<file path="src/rtl/chd_defines.svh">
// Constants of the character display instruction decoder: offsets, field positions, reset values, timing.
// Assumes it is included by bare name from files that need them; definitions only.
//
// Functional notes
// - Clear fills display RAM with 20H, counter 00H, unshifts, forces increment, glyph untouched.
// - Home sets counter to display 00H and unshifts; RAM contents are kept.
// - Direction bit 0 decrements, 1 increments; shift right or left after display writes.
// - Automatic shift only after display RAM writes, never after reads or glyph access.
// - Display control stores display on, cursor on and blink; RAM and counter unchanged.
// - Cursor shows on the eighth pixel row of the cell at the counter.
// - Blink alternates cursor cell with all-on cell at about 1Hz, 50% duty.
// - Cursor/display shift steps counter by R/L; with S/C set, shifts display too.
// - After a cursor/display shift the counter addresses display RAM.
// - Function set bus width bit: 0 selects 4-bit, 1 selects 8-bit transfers.
// - Luminance field 00,01,10,11 selects 100%, 75%, 50%, 25%.
// - Glyph address set loads low six bits and routes data accesses to glyph RAM.
// - Display address set loads low seven bits and routes data accesses to display RAM.
// - Instruction read returns counter on bits 6-0 and busy flag 0, no side effects.
// - Instructions and data are accepted back to back with no busy period.
// - Data write stores the byte at the counter in the RAM chosen last.
// - After each data write the counter steps; after display RAM writes the display shifts if enabled.
// - Data read returns the byte at the counter, then steps the counter.
// - Display counter steps 27H-40H and 67H-00H; glyph counter wraps 3FH-00H.
// - Reset blanks display RAM, counter 00H, increment, display, cursor, blink and shift off, 8-bit, two lines, 100%.
`ifndef CHD_DEFINES_SVH
`define CHD_DEFINES_SVH

`define CHD_OFF_INSTR 8'h00
`define CHD_OFF_DATA 8'h04
`define CHD_OFF_STATUS 8'h08

`define CHD_RESP_OKAY 2'b00
`define CHD_RESP_SLVERR 2'b10

`define CHD_SPACE 8'h20
`define CHD_COUNTER_HOME 7'h00
`define CHD_DISP_L1_END 7'h27
`define CHD_DISP_L2_BEG 7'h40
`define CHD_DISP_L2_END 7'h67
`define CHD_COL_LAST 6'h27
`define CHD_CURSOR_ROW_MASK 8'h80

`define CHD_RST_INC 1'b1
`define CHD_RST_BUS8 1'b1
`define CHD_RST_LINES2 1'b1
`define CHD_RST_LUM 2'b00

`define CHD_ST_DISP 0
`define CHD_ST_CURSOR 1
`define CHD_ST_BLINK 2
`define CHD_ST_INC 3
`define CHD_ST_SHIFT 4
`define CHD_ST_BUS8 5
`define CHD_ST_LINES2 6
`define CHD_ST_LUM_LO 8
`define CHD_ST_LUM_HI 9
`define CHD_ST_GLYPH 10
`define CHD_ST_OFF_LO 16
`define CHD_ST_OFF_HI 21

`define CHD_CLK_HZ 25000000
`define CHD_BLINK_HALF_MS 500
`define CHD_BLINK_HALF_CYC ((`CHD_CLK_HZ / 1000) * `CHD_BLINK_HALF_MS)

`endif

</file>
<file path="src/rtl/chd_pkg.sv">
// Types shared by the character display instruction decoder.
// Assumes the constants header is included where figures are needed.
package chd_pkg;

    typedef enum logic [1:0] {
        CHD_RD_IDLE = 2'b00,
        CHD_RD_FETCH = 2'b01,
        CHD_RD_RESP = 2'b11
    } chd_rd_state_t;

    typedef enum logic [3:0] {
        CHD_OP_NONE,
        CHD_OP_CLEAR,
        CHD_OP_HOME,
        CHD_OP_ENTRY,
        CHD_OP_CTRL,
        CHD_OP_CSHIFT,
        CHD_OP_FSET,
        CHD_OP_GSET,
        CHD_OP_DSET
    } chd_op_t;

endpackage : chd_pkg

</file>
<file path="src/rtl/chd_mem_if.sv">
// Access port between the decoder and one of its character memories.
// Assumes one controller and one memory per instance, both on the same clock.
`timescale 1ns/1ps
interface chd_mem_if;
    logic [6:0] addr;
    logic [7:0] wdata;
    logic we;
    logic re;
    logic blank_all;
    logic [7:0] rdata;

    modport ctrl (output addr, output wdata, output we, output re, output blank_all, input rdata);
    modport ram (input addr, input wdata, input we, input re, input blank_all, output rdata);
endinterface : chd_mem_if

</file>
<file path="src/rtl/chd_mem.sv">
// Byte memory with registered read data and an instant blank-all.
// Assumes one clock; blanking marks every entry as a space so no fill cycles are needed.
`timescale 1ns/1ps
`include "chd_defines.svh"
module chd_mem
    import chd_pkg::*;
#(
    parameter int DEPTH = 128,
    parameter bit BLANKABLE = 1'b1
) (
    // Clock and reset
    input wire logic aclk,
    input wire logic aresetn,
    // Access port
    chd_mem_if.ram port
);
    localparam int AW = $clog2(DEPTH);

    logic [7:0] mem_q [0:DEPTH-1];
    logic [DEPTH-1:0] blank_reg;
    logic [7:0] rdata_reg;
    wire logic [AW-1:0] idx = port.addr[AW-1:0];

    always_ff @(posedge aclk) begin
        if (port.we) begin
            mem_q[idx] <= port.wdata;
        end
    end

    // A blanked entry reads as a space until written again.
    genvar i;
    generate
        for (i = 0; i < DEPTH; i++) begin : g_blank
            wire logic hit = port.we && (idx == AW'(i));
            always_ff @(posedge aclk) begin
                if (!aresetn || port.blank_all) begin
                    blank_reg[i] <= BLANKABLE;
                end else if (hit) begin
                    blank_reg[i] <= 1'b0;
                end
            end
        end
    endgenerate

    always_ff @(posedge aclk) begin
        if (!aresetn) begin
            rdata_reg <= 8'h00;
        end else if (port.re) begin
            rdata_reg <= blank_reg[idx] ? `CHD_SPACE : mem_q[idx];
        end
    end

    assign port.rdata = rdata_reg;
endmodule : chd_mem

</file>
<file path="src/rtl/chd_top.sv">
// Character display instruction decoder behind an AXI4-Lite slave.
// Assumes one clock at 25 MHz and a synchronous active-low reset; the scanner reads the outputs.
`timescale 1ns/1ps
`include "chd_defines.svh"
module chd_top
    import chd_pkg::*;
#(
    parameter int BLINK_HALF_CYC = `CHD_BLINK_HALF_CYC
) (
    // Clock and reset
    input wire logic aclk,
    input wire logic aresetn,
    // Write address and data
    input wire logic [7:0] awaddr,
    input wire logic awvalid,
    output logic awready,
    input wire logic [31:0] wdata,
    input wire logic [3:0] wstrb,
    input wire logic wvalid,
    output logic wready,
    // Write response
    output logic [1:0] bresp,
    output logic bvalid,
    input wire logic bready,
    // Read address and data
    input wire logic [7:0] araddr,
    input wire logic arvalid,
    output logic arready,
    output logic [31:0] rdata,
    output logic [1:0] rresp,
    output logic rvalid,
    input wire logic rready,
    // Display state towards the scanner
    output logic display_on,
    output logic [6:0] cursor_pos,
    output logic [7:0] cursor_row_mask,
    output logic blink_fill,
    output logic [5:0] shift_offset,
    output logic [1:0] luminance,
    output logic bus_width_sel,
    output logic two_lines
);
    chd_mem_if disp_bus ();
    chd_mem_if glyph_bus ();

    chd_mem #(.DEPTH(128), .BLANKABLE(1'b1)) u_display_ram (
        .aclk(aclk),
        .aresetn(aresetn),
        .port(disp_bus)
    );
    chd_mem #(.DEPTH(64), .BLANKABLE(1'b0)) u_glyph_ram (
        .aclk(aclk),
        .aresetn(aresetn),
        .port(glyph_bus)
    );

    // Write channel holding registers.
    logic aw_full_reg, w_full_reg, bvalid_reg;
    logic [7:0] aw_addr_reg;
    logic [7:0] w_byte_reg;
    logic w_lane0_reg;
    logic [1:0] bresp_reg;
    // Read channel.
    chd_rd_state_t rd_state_reg;
    logic [7:0] rd_addr_reg;
    logic rd_glyph_reg;
    logic [31:0] rdata_reg;
    logic [1:0] rresp_reg;
    // Decoder state.
    logic [6:0] address_counter_reg, address_counter_next;
    logic glyph_mode_reg, glyph_mode_next;
    logic [5:0] offset_reg, offset_next;
    logic inc_reg, inc_next, shift_en_reg, shift_en_next;
    logic disp_on_reg, disp_on_next, cursor_on_reg, cursor_on_next, blink_reg, blink_next;
    logic bus8_reg, bus8_next, lines2_reg, lines2_next;
    logic [1:0] lum_reg, lum_next;
    logic [23:0] blink_cnt_reg;
    logic blink_phase_reg, blink_fill_reg;
    logic [7:0] cursor_mask_reg;

    function automatic logic [6:0] chd_step(input logic [6:0] a, input logic up, input logic glyph);
        logic [6:0] r;
        r = a;
        if (glyph) begin
            r = {1'b0, up ? 6'(a[5:0] + 6'h01) : 6'(a[5:0] - 6'h01)};
        end else if (up) begin
            r = (a == `CHD_DISP_L1_END) ? `CHD_DISP_L2_BEG :
                (a == `CHD_DISP_L2_END) ? `CHD_COUNTER_HOME : 7'(a + 7'h01);
        end else begin
            r = (a == `CHD_DISP_L2_BEG) ? `CHD_DISP_L1_END :
                (a == `CHD_COUNTER_HOME) ? `CHD_DISP_L2_END : 7'(a - 7'h01);
        end
        return r;
    endfunction : chd_step

    // Shifting left moves later addresses into view, so the start column advances.
    function automatic logic [5:0] chd_shift(input logic [5:0] o, input logic left);
        logic [5:0] r;
        if (left) begin
            r = (o == `CHD_COL_LAST) ? 6'h00 : 6'(o + 6'h01);
        end else begin
            r = (o == 6'h00) ? `CHD_COL_LAST : 6'(o - 6'h01);
        end
        return r;
    endfunction : chd_shift

    // Writes run in one cycle, so a read is only taken when no write executes beside it.
    wire logic wr_go = aw_full_reg && w_full_reg && !bvalid_reg;
    wire logic wr_mapped = (aw_addr_reg == `CHD_OFF_INSTR) || (aw_addr_reg == `CHD_OFF_DATA) ||
                           (aw_addr_reg == `CHD_OFF_STATUS);
    wire logic instr_go = wr_go && w_lane0_reg && (aw_addr_reg == `CHD_OFF_INSTR);
    wire logic data_wr_go = wr_go && w_lane0_reg && (aw_addr_reg == `CHD_OFF_DATA);
    wire logic ar_take = arvalid && arready;
    wire logic rd_mapped = (araddr == `CHD_OFF_INSTR) || (araddr == `CHD_OFF_DATA) ||
                           (araddr == `CHD_OFF_STATUS);
    wire logic data_rd_go = ar_take && (araddr == `CHD_OFF_DATA);

    wire chd_op_t op = w_byte_reg[7] ? CHD_OP_DSET :
                       w_byte_reg[6] ? CHD_OP_GSET :
                       w_byte_reg[5] ? CHD_OP_FSET :
                       w_byte_reg[4] ? CHD_OP_CSHIFT :
                       w_byte_reg[3] ? CHD_OP_CTRL :
                       w_byte_reg[2] ? CHD_OP_ENTRY :
                       w_byte_reg[1] ? CHD_OP_HOME :
                       w_byte_reg[0] ? CHD_OP_CLEAR : CHD_OP_NONE;
    wire logic clear_go = instr_go && (op == CHD_OP_CLEAR);

    wire logic [31:0] status_word = {10'h000, offset_reg, 5'h00, glyph_mode_reg, lum_reg, 1'b0, lines2_reg,
                                     bus8_reg, shift_en_reg, inc_reg, blink_reg, cursor_on_reg, disp_on_reg};
    wire logic [31:0] instr_word = {24'h000000, 1'b0, address_counter_reg};

    // Memory ports: the glyph mode flag, set by glyph address set and cleared by display address set, clear, home and cursor shift, picks the RAM.
    assign disp_bus.addr = address_counter_reg;
    assign disp_bus.wdata = w_byte_reg;
    assign disp_bus.we = data_wr_go && !glyph_mode_reg;
    assign disp_bus.re = data_rd_go && !glyph_mode_reg;
    assign disp_bus.blank_all = clear_go;
    assign glyph_bus.addr = {1'b0, address_counter_reg[5:0]};
    assign glyph_bus.wdata = w_byte_reg;
    assign glyph_bus.we = data_wr_go && glyph_mode_reg;
    assign glyph_bus.re = data_rd_go && glyph_mode_reg;
    assign glyph_bus.blank_all = 1'b0;

    always_comb begin
        address_counter_next = address_counter_reg;
        glyph_mode_next = glyph_mode_reg;
        offset_next = offset_reg;
        inc_next = inc_reg;
        shift_en_next = shift_en_reg;
        disp_on_next = disp_on_reg;
        cursor_on_next = cursor_on_reg;
        blink_next = blink_reg;
        bus8_next = bus8_reg;
        lines2_next = lines2_reg;
        lum_next = lum_reg;
        if (instr_go) begin
            unique case (op)
                CHD_OP_CLEAR: begin
                    address_counter_next = `CHD_COUNTER_HOME;
                    glyph_mode_next = 1'b0;
                    offset_next = 6'h00;
                    inc_next = 1'b1;
                end
                CHD_OP_HOME: begin
                    address_counter_next = `CHD_COUNTER_HOME;
                    glyph_mode_next = 1'b0;
                    offset_next = 6'h00;
                end
                CHD_OP_ENTRY: begin
                    inc_next = w_byte_reg[1];
                    shift_en_next = w_byte_reg[0];
                end
                CHD_OP_CTRL: begin
                    disp_on_next = w_byte_reg[2];
                    cursor_on_next = w_byte_reg[1];
                    blink_next = w_byte_reg[0];
                end
                CHD_OP_CSHIFT: begin
                    address_counter_next = chd_step(address_counter_reg, w_byte_reg[2], 1'b0);
                    glyph_mode_next = 1'b0;
                    if (w_byte_reg[3]) begin
                        offset_next = chd_shift(offset_reg, !w_byte_reg[2]);
                    end
                end
                CHD_OP_FSET: begin
                    bus8_next = w_byte_reg[4];
                    lines2_next = w_byte_reg[3];
                    lum_next = w_byte_reg[1:0];
                end
                CHD_OP_GSET: begin
                    address_counter_next = {1'b0, w_byte_reg[5:0]};
                    glyph_mode_next = 1'b1;
                end
                CHD_OP_DSET: begin
                    address_counter_next = w_byte_reg[6:0];
                    glyph_mode_next = 1'b0;
                end
                CHD_OP_NONE: begin
                end
            endcase
        end else if (data_wr_go) begin
            address_counter_next = chd_step(address_counter_reg, inc_reg, glyph_mode_reg);
            if (shift_en_reg && !glyph_mode_reg) begin
                offset_next = chd_shift(offset_reg, inc_reg);
            end
        end else if (data_rd_go) begin
            address_counter_next = chd_step(address_counter_reg, inc_reg, glyph_mode_reg);
        end
    end

    always_ff @(posedge aclk) begin
        if (!aresetn) begin
            address_counter_reg <= `CHD_COUNTER_HOME;
            glyph_mode_reg <= 1'b0;
            offset_reg <= 6'h00;
            inc_reg <= `CHD_RST_INC;
            shift_en_reg <= 1'b0;
            disp_on_reg <= 1'b0;
            cursor_on_reg <= 1'b0;
            blink_reg <= 1'b0;
            bus8_reg <= `CHD_RST_BUS8;
            lines2_reg <= `CHD_RST_LINES2;
            lum_reg <= `CHD_RST_LUM;
        end else begin
            address_counter_reg <= address_counter_next;
            glyph_mode_reg <= glyph_mode_next;
            offset_reg <= offset_next;
            inc_reg <= inc_next;
            shift_en_reg <= shift_en_next;
            disp_on_reg <= disp_on_next;
            cursor_on_reg <= cursor_on_next;
            blink_reg <= blink_next;
            bus8_reg <= bus8_next;
            lines2_reg <= lines2_next;
            lum_reg <= lum_next;
        end
    end

    // Address and data are taken in either order and held until the response is accepted.
    always_ff @(posedge aclk) begin
        if (!aresetn) begin
            aw_full_reg <= 1'b0;
            w_full_reg <= 1'b0;
            aw_addr_reg <= 8'h00;
            w_byte_reg <= 8'h00;
            w_lane0_reg <= 1'b0;
        end else begin
            if (awvalid && awready) begin
                aw_full_reg <= 1'b1;
                aw_addr_reg <= awaddr;
            end else if (bvalid_reg && bready) begin
                aw_full_reg <= 1'b0;
            end
            if (wvalid && wready) begin
                w_full_reg <= 1'b1;
                w_byte_reg <= wdata[7:0];
                w_lane0_reg <= wstrb[0];
            end else if (bvalid_reg && bready) begin
                w_full_reg <= 1'b0;
            end
        end
    end

    always_ff @(posedge aclk) begin
        if (!aresetn) begin
            bvalid_reg <= 1'b0;
            bresp_reg <= `CHD_RESP_OKAY;
        end else if (wr_go) begin
            bvalid_reg <= 1'b1;
            bresp_reg <= wr_mapped ? `CHD_RESP_OKAY : `CHD_RESP_SLVERR;
        end else if (bvalid_reg && bready) begin
            bvalid_reg <= 1'b0;
        end
    end

    // Register values are captured at the take; RAM data one cycle later from the memory.
    always_ff @(posedge aclk) begin
        if (!aresetn) begin
            rd_state_reg <= CHD_RD_IDLE;
            rd_addr_reg <= 8'h00;
            rd_glyph_reg <= 1'b0;
            rdata_reg <= 32'h00000000;
            rresp_reg <= `CHD_RESP_OKAY;
        end else begin
            unique case (rd_state_reg)
                CHD_RD_IDLE: begin
                    if (ar_take) begin
                        rd_state_reg <= CHD_RD_FETCH;
                        rd_addr_reg <= araddr;
                        rd_glyph_reg <= glyph_mode_reg;
                        rresp_reg <= rd_mapped ? `CHD_RESP_OKAY : `CHD_RESP_SLVERR;
                        rdata_reg <= (araddr == `CHD_OFF_INSTR) ? instr_word :
                                     (araddr == `CHD_OFF_STATUS) ? status_word : 32'h00000000;
                    end
                end
                CHD_RD_FETCH: begin
                    rd_state_reg <= CHD_RD_RESP;
                    if (rd_addr_reg == `CHD_OFF_DATA) begin
                        rdata_reg <= {24'h000000, rd_glyph_reg ? glyph_bus.rdata : disp_bus.rdata};
                    end
                end
                CHD_RD_RESP: begin
                    if (rready) begin
                        rd_state_reg <= CHD_RD_IDLE;
                    end
                end
                default: begin
                    rd_state_reg <= CHD_RD_IDLE;
                end
            endcase
        end
    end

    // The blink phase is a free-running square wave that toggles every half second.
    always_ff @(posedge aclk) begin
        if (!aresetn) begin
            blink_cnt_reg <= 24'h000000;
            blink_phase_reg <= 1'b0;
            blink_fill_reg <= 1'b0;
            cursor_mask_reg <= 8'h00;
        end else begin
            if (blink_cnt_reg == 24'(BLINK_HALF_CYC - 1)) begin
                blink_cnt_reg <= 24'h000000;
                blink_phase_reg <= !blink_phase_reg;
            end else begin
                blink_cnt_reg <= 24'(blink_cnt_reg + 24'h000001);
            end
            blink_fill_reg <= blink_reg && blink_phase_reg && disp_on_reg && !glyph_mode_reg;
            cursor_mask_reg <= (cursor_on_reg && disp_on_reg && !glyph_mode_reg) ?
                               `CHD_CURSOR_ROW_MASK : 8'h00;
        end
    end

    assign awready = !aw_full_reg;
    assign wready = !w_full_reg;
    assign bvalid = bvalid_reg;
    assign bresp = bresp_reg;
    assign arready = (rd_state_reg == CHD_RD_IDLE) && !wr_go;
    assign rvalid = (rd_state_reg == CHD_RD_RESP);
    assign rdata = rdata_reg;
    assign rresp = rresp_reg;
    assign display_on = disp_on_reg;
    assign cursor_pos = address_counter_reg;
    assign cursor_row_mask = cursor_mask_reg;
    assign blink_fill = blink_fill_reg;
    assign shift_offset = offset_reg;
    assign luminance = lum_reg;
    assign bus_width_sel = bus8_reg;
    assign two_lines = lines2_reg;
endmodule : chd_top
</file>
<file path="config.mk">
export PLATFORM = sky130hd
export DESIGN_NAME = chd_top
export DESIGN_NICKNAME = d
export VERILOG_FILES = /design/src/rtl/chd_pkg.sv /design/src/rtl/chd_mem_if.sv /design/src/rtl/chd_mem.sv /design/src/rtl/chd_top.sv
export VERILOG_INCLUDE_DIRS = /design/src /design/src/rtl
export SDC_FILE = /design/constraint.sdc
export NUM_CORES = 2
export LEC_CHECK = 0
export ABC_AREA = 1
export BUFFER_PORTS_ARGS = -buffer_cell sky130_fd_sc_hd__buf_4
export CORE_MARGIN = 5
export CORE_UTILIZATION = 43
export DETAILED_ROUTE_END_ITERATION = 7
export PLACE_DENSITY = 0.63
export REMOVE_ABC_BUFFERS = 1
export SETUP_SLACK_MARGIN = 0.1
export SLEW_MARGIN = 20
export SYNTH_ARGS = -nofsm -noshare
export SYNTH_HDL_FRONTEND = slang
export SYNTH_SLANG_ARGS = --single-unit
</file>
<file path="constraint.sdc">
create_clock -name aclk -period 5.98 [get_ports aclk]
set_clock_uncertainty 0.1 [all_clocks]
set_input_delay 0 -clock aclk [delete_from_list [all_inputs] [get_ports aclk]]
set_output_delay 0 -clock aclk [all_outputs]
set_load 0.02 [all_outputs]
</file>
==> results.toml <==
[status]
status = "completed"

[cells_and_area]
post_route_cells_drive_above_1_share_pct = 7.10
fin_cells = 9353
nets = 6979
postLayoutCoreUtil_pct = 48.4
largest_reg_flops = 1024
syn_to_final_growth_pct = 11.8

[sta]
finalCritPeriodShare_pct = 69.0
setup_viol = 0
hold_viol = 0
rsz0062_at_grt = "no"
worstMarginPinSlew_ps = 1160
fmax_mhz = 242
slew_headroom_pct = 22.2
period_minus_slack_ps = 4130
drv_slew = 0

[synthesis]
synthTopCellsByCount = "nand2_1, edfxtp_1, nand3_1"
synth_most_common_cell = "nand2_1"
synth_top_area_cell = "edfxtp_1"
ys_types = 51
syn_area_mm2 = 0.0743
synthArstFlopShare_pct = 0
yosys_warnings = 0
postSynthAreaPerCell_um2 = 10.8
yosysSeqAreaShare_pct = 68.8
synthTopCellsByArea = "edfxtp_1, nand2_1, dfxtp_1"
ys_seq_elements = 1787
netlist.area_leader.share_pct = 62.1
synth_edf_count = 1536
ys.flop_type = "edfxtp_1"
syn_inst = 6911

[pwr]
power_leakage_nw = 29.4
max-vdd-ir-drop_v = 0.000316
power_density_mw_per_mm2 = 302
finalPower_w = 0.0251

[route]
num_vias = 51934
wire_per_inst_um = 21.6
via_per_inst = 5.55
drt_iter0_markers = 5960
routed_wl_um = 202000
wl_met2_um = 93900
ant_nets = 0
wl_met3_um = 18100
firstDrtPassIters = 6
met1Wirelength_um = 84000
route.detailed.drc = 0
top_layer = "met5"

[cts]
cts_tree = "done"
cts_buffer_depth = 3
cts_root_buffer = "clkbuf_16"
cts.sinks = 1787
clk_pin_slew_ps = 70
clkLatencyLatePin_ps = 810
htree_levels = 4
cts_buffers = 173

[die]
fp.coreArea_mm2 = 0.172
dieArea_mm2 = 0.181
die_w_um = 426
start_util_pct = 43.3
row_count = 152
die_h_um = 426
pin_count = 127

[setup_path]
cp.depth = 4
crit_type = "flip-flop to flip-flop"
crit_path_max_fanout = 42
crit_path_top_delay_cell = "dfxtp_2"
crit_buf_inv = 1
cp_cell_sequence = "inv_2, nor3_1, nand2_1, nor2_1"
critPathTopFamily = "simple AND/OR/NAND/NOR gates"
required_ps = 6300
critical-path-max-stage-delay_ps = 980
reg2regPathDepth = 4
crit_path_end_kind = "flip-flop"
crit_path_start_kind = "flip-flop"
cp.arrival_ps = 4450

[grt]
grt_max_degree = 166
grt_pass1_wl_um = 305000
antenna_found_initial = 1
gr-total-overflow = 0
grt_usage_pct = 21.8
first_global_vias = 49675

[min_path]
hold_class = "input pin to flip-flop"
holdPathStages = 6

[place]
dpl.hpwl_um = 114000
gp_congestion = 0.873
port_buffers = 75
dp.cells = 8942

[job]
max_cap_violations = 0
-- layout by cell type, fill, tap and decap left out, drive strengths merged, types with 3 or more instances in the layout --
| master | instances |
|---|---|
| nor3 | 90 |
| o31ai | 14 |
| dlygate4sd3 | 99 |
| clkbuf | 223 |
| a22oi | 3 |
| clkinvlp | 5 |
| buf | 164 |
| nand2 | 2004 |
| nor4 | 4 |
| xnor2 | 6 |
| a31oi | 10 |
| nor2 | 561 |
| o221ai | 94 |
| bufinv | 9 |
| conb | 24 |
| dfxtp | 251 |
| or2 | 6 |
| a21oi | 125 |
| o22ai | 39 |
| clkinv | 67 |
| ha | 13 |
| o21ai | 498 |
| edfxtp | 1536 |
| nand4 | 11 |
| o211ai | 22 |
| o21a | 8 |
| xor2 | 6 |
| inv | 169 |
| a211oi | 5 |
| diode | 3 |
| a32oi | 6 |
| nand3 | 961 |
-- cells by family after synthesis --
kind of cell	share of synthesized area, %
DFF	68.8
other	0.00505
and+or+nand+nor	20.4
adders and majority gates	0.246
AOI/OAI and AO/OA	6.37
buffers and inverters	3.98
xor gates and xnor gates	0.141
-- final cells by class --
class                           count  area (µm²)
Inverter                          164         642
Tap cell                         2310        2890
Timing Repair Buffer              263        2420
Fill cell                       15200       88700
Sequential cell                  1787       51200
Clock inverter                     86         729
Multi-Input combinational cell   4517       20500
Clock buffer                      223        4680
Antenna cell                        3        7.51
-- stage by stage --
step | setup TNS, ps | hold slack [ps] | cell area (µm²) | setup slack (ps)
3_5_place_dp | 0 | 164 | 76500 | 1970
2_1_floorplan | -1061990 | -23.8 | 72000 | -44310
6_report | 0 | 180 | 83100 | 1850
4_1_cts | 0 | 37.2 | 82900 | 1960
3_3_place_gp | 0 | 165 | 76400 | 1970
5_1_grt | 0 | 174 | 83000 | 1640
-- report_power, final --
part           internal, W  switching, W  leakage [nW]
sequential          0.0136     0.0000999          16.1
combinational     0.000185      0.000558          10.7
clock              0.00592       0.00466          2.65
total               0.0198       0.00532          29.4
-- worst reg2reg max path, stage by stage, from the launching register on --
cell and delay [ps]:
dfxtp_2 980, inv_2 650, nor3_1 420, nand2_1 680
nor2_1 920
-- worst paths after layout --
path	from	slack (ps)	to
min reg2reg	blink_cnt_reg[0]	350	blink_cnt_reg[0]
max	cursor_pos[1]	1850	u_glyph_ram.mem_q[62][5]
min	araddr[3]	180	rresp[1]
max reg2reg	cursor_pos[1]	1850	u_glyph_ram.mem_q[62][5]
-- what timing repair did --
item                      4_1_cts  5_1_grt
hold endpoints to repair      100        0
gates resized for setup         0        0
hold buffers                   99        0
setup buffers                   0        0
-- metal layers --
metal / vias to the layer above / track usage (%)
met5: - / 0
met4: 2 / 7.39
met3: 361 / 4.07
met2: 2230 / 34.6
met1: 25222 / 30.4
li1: 24119 / -
No activity file was read; power rests on OpenSTA's default activity.
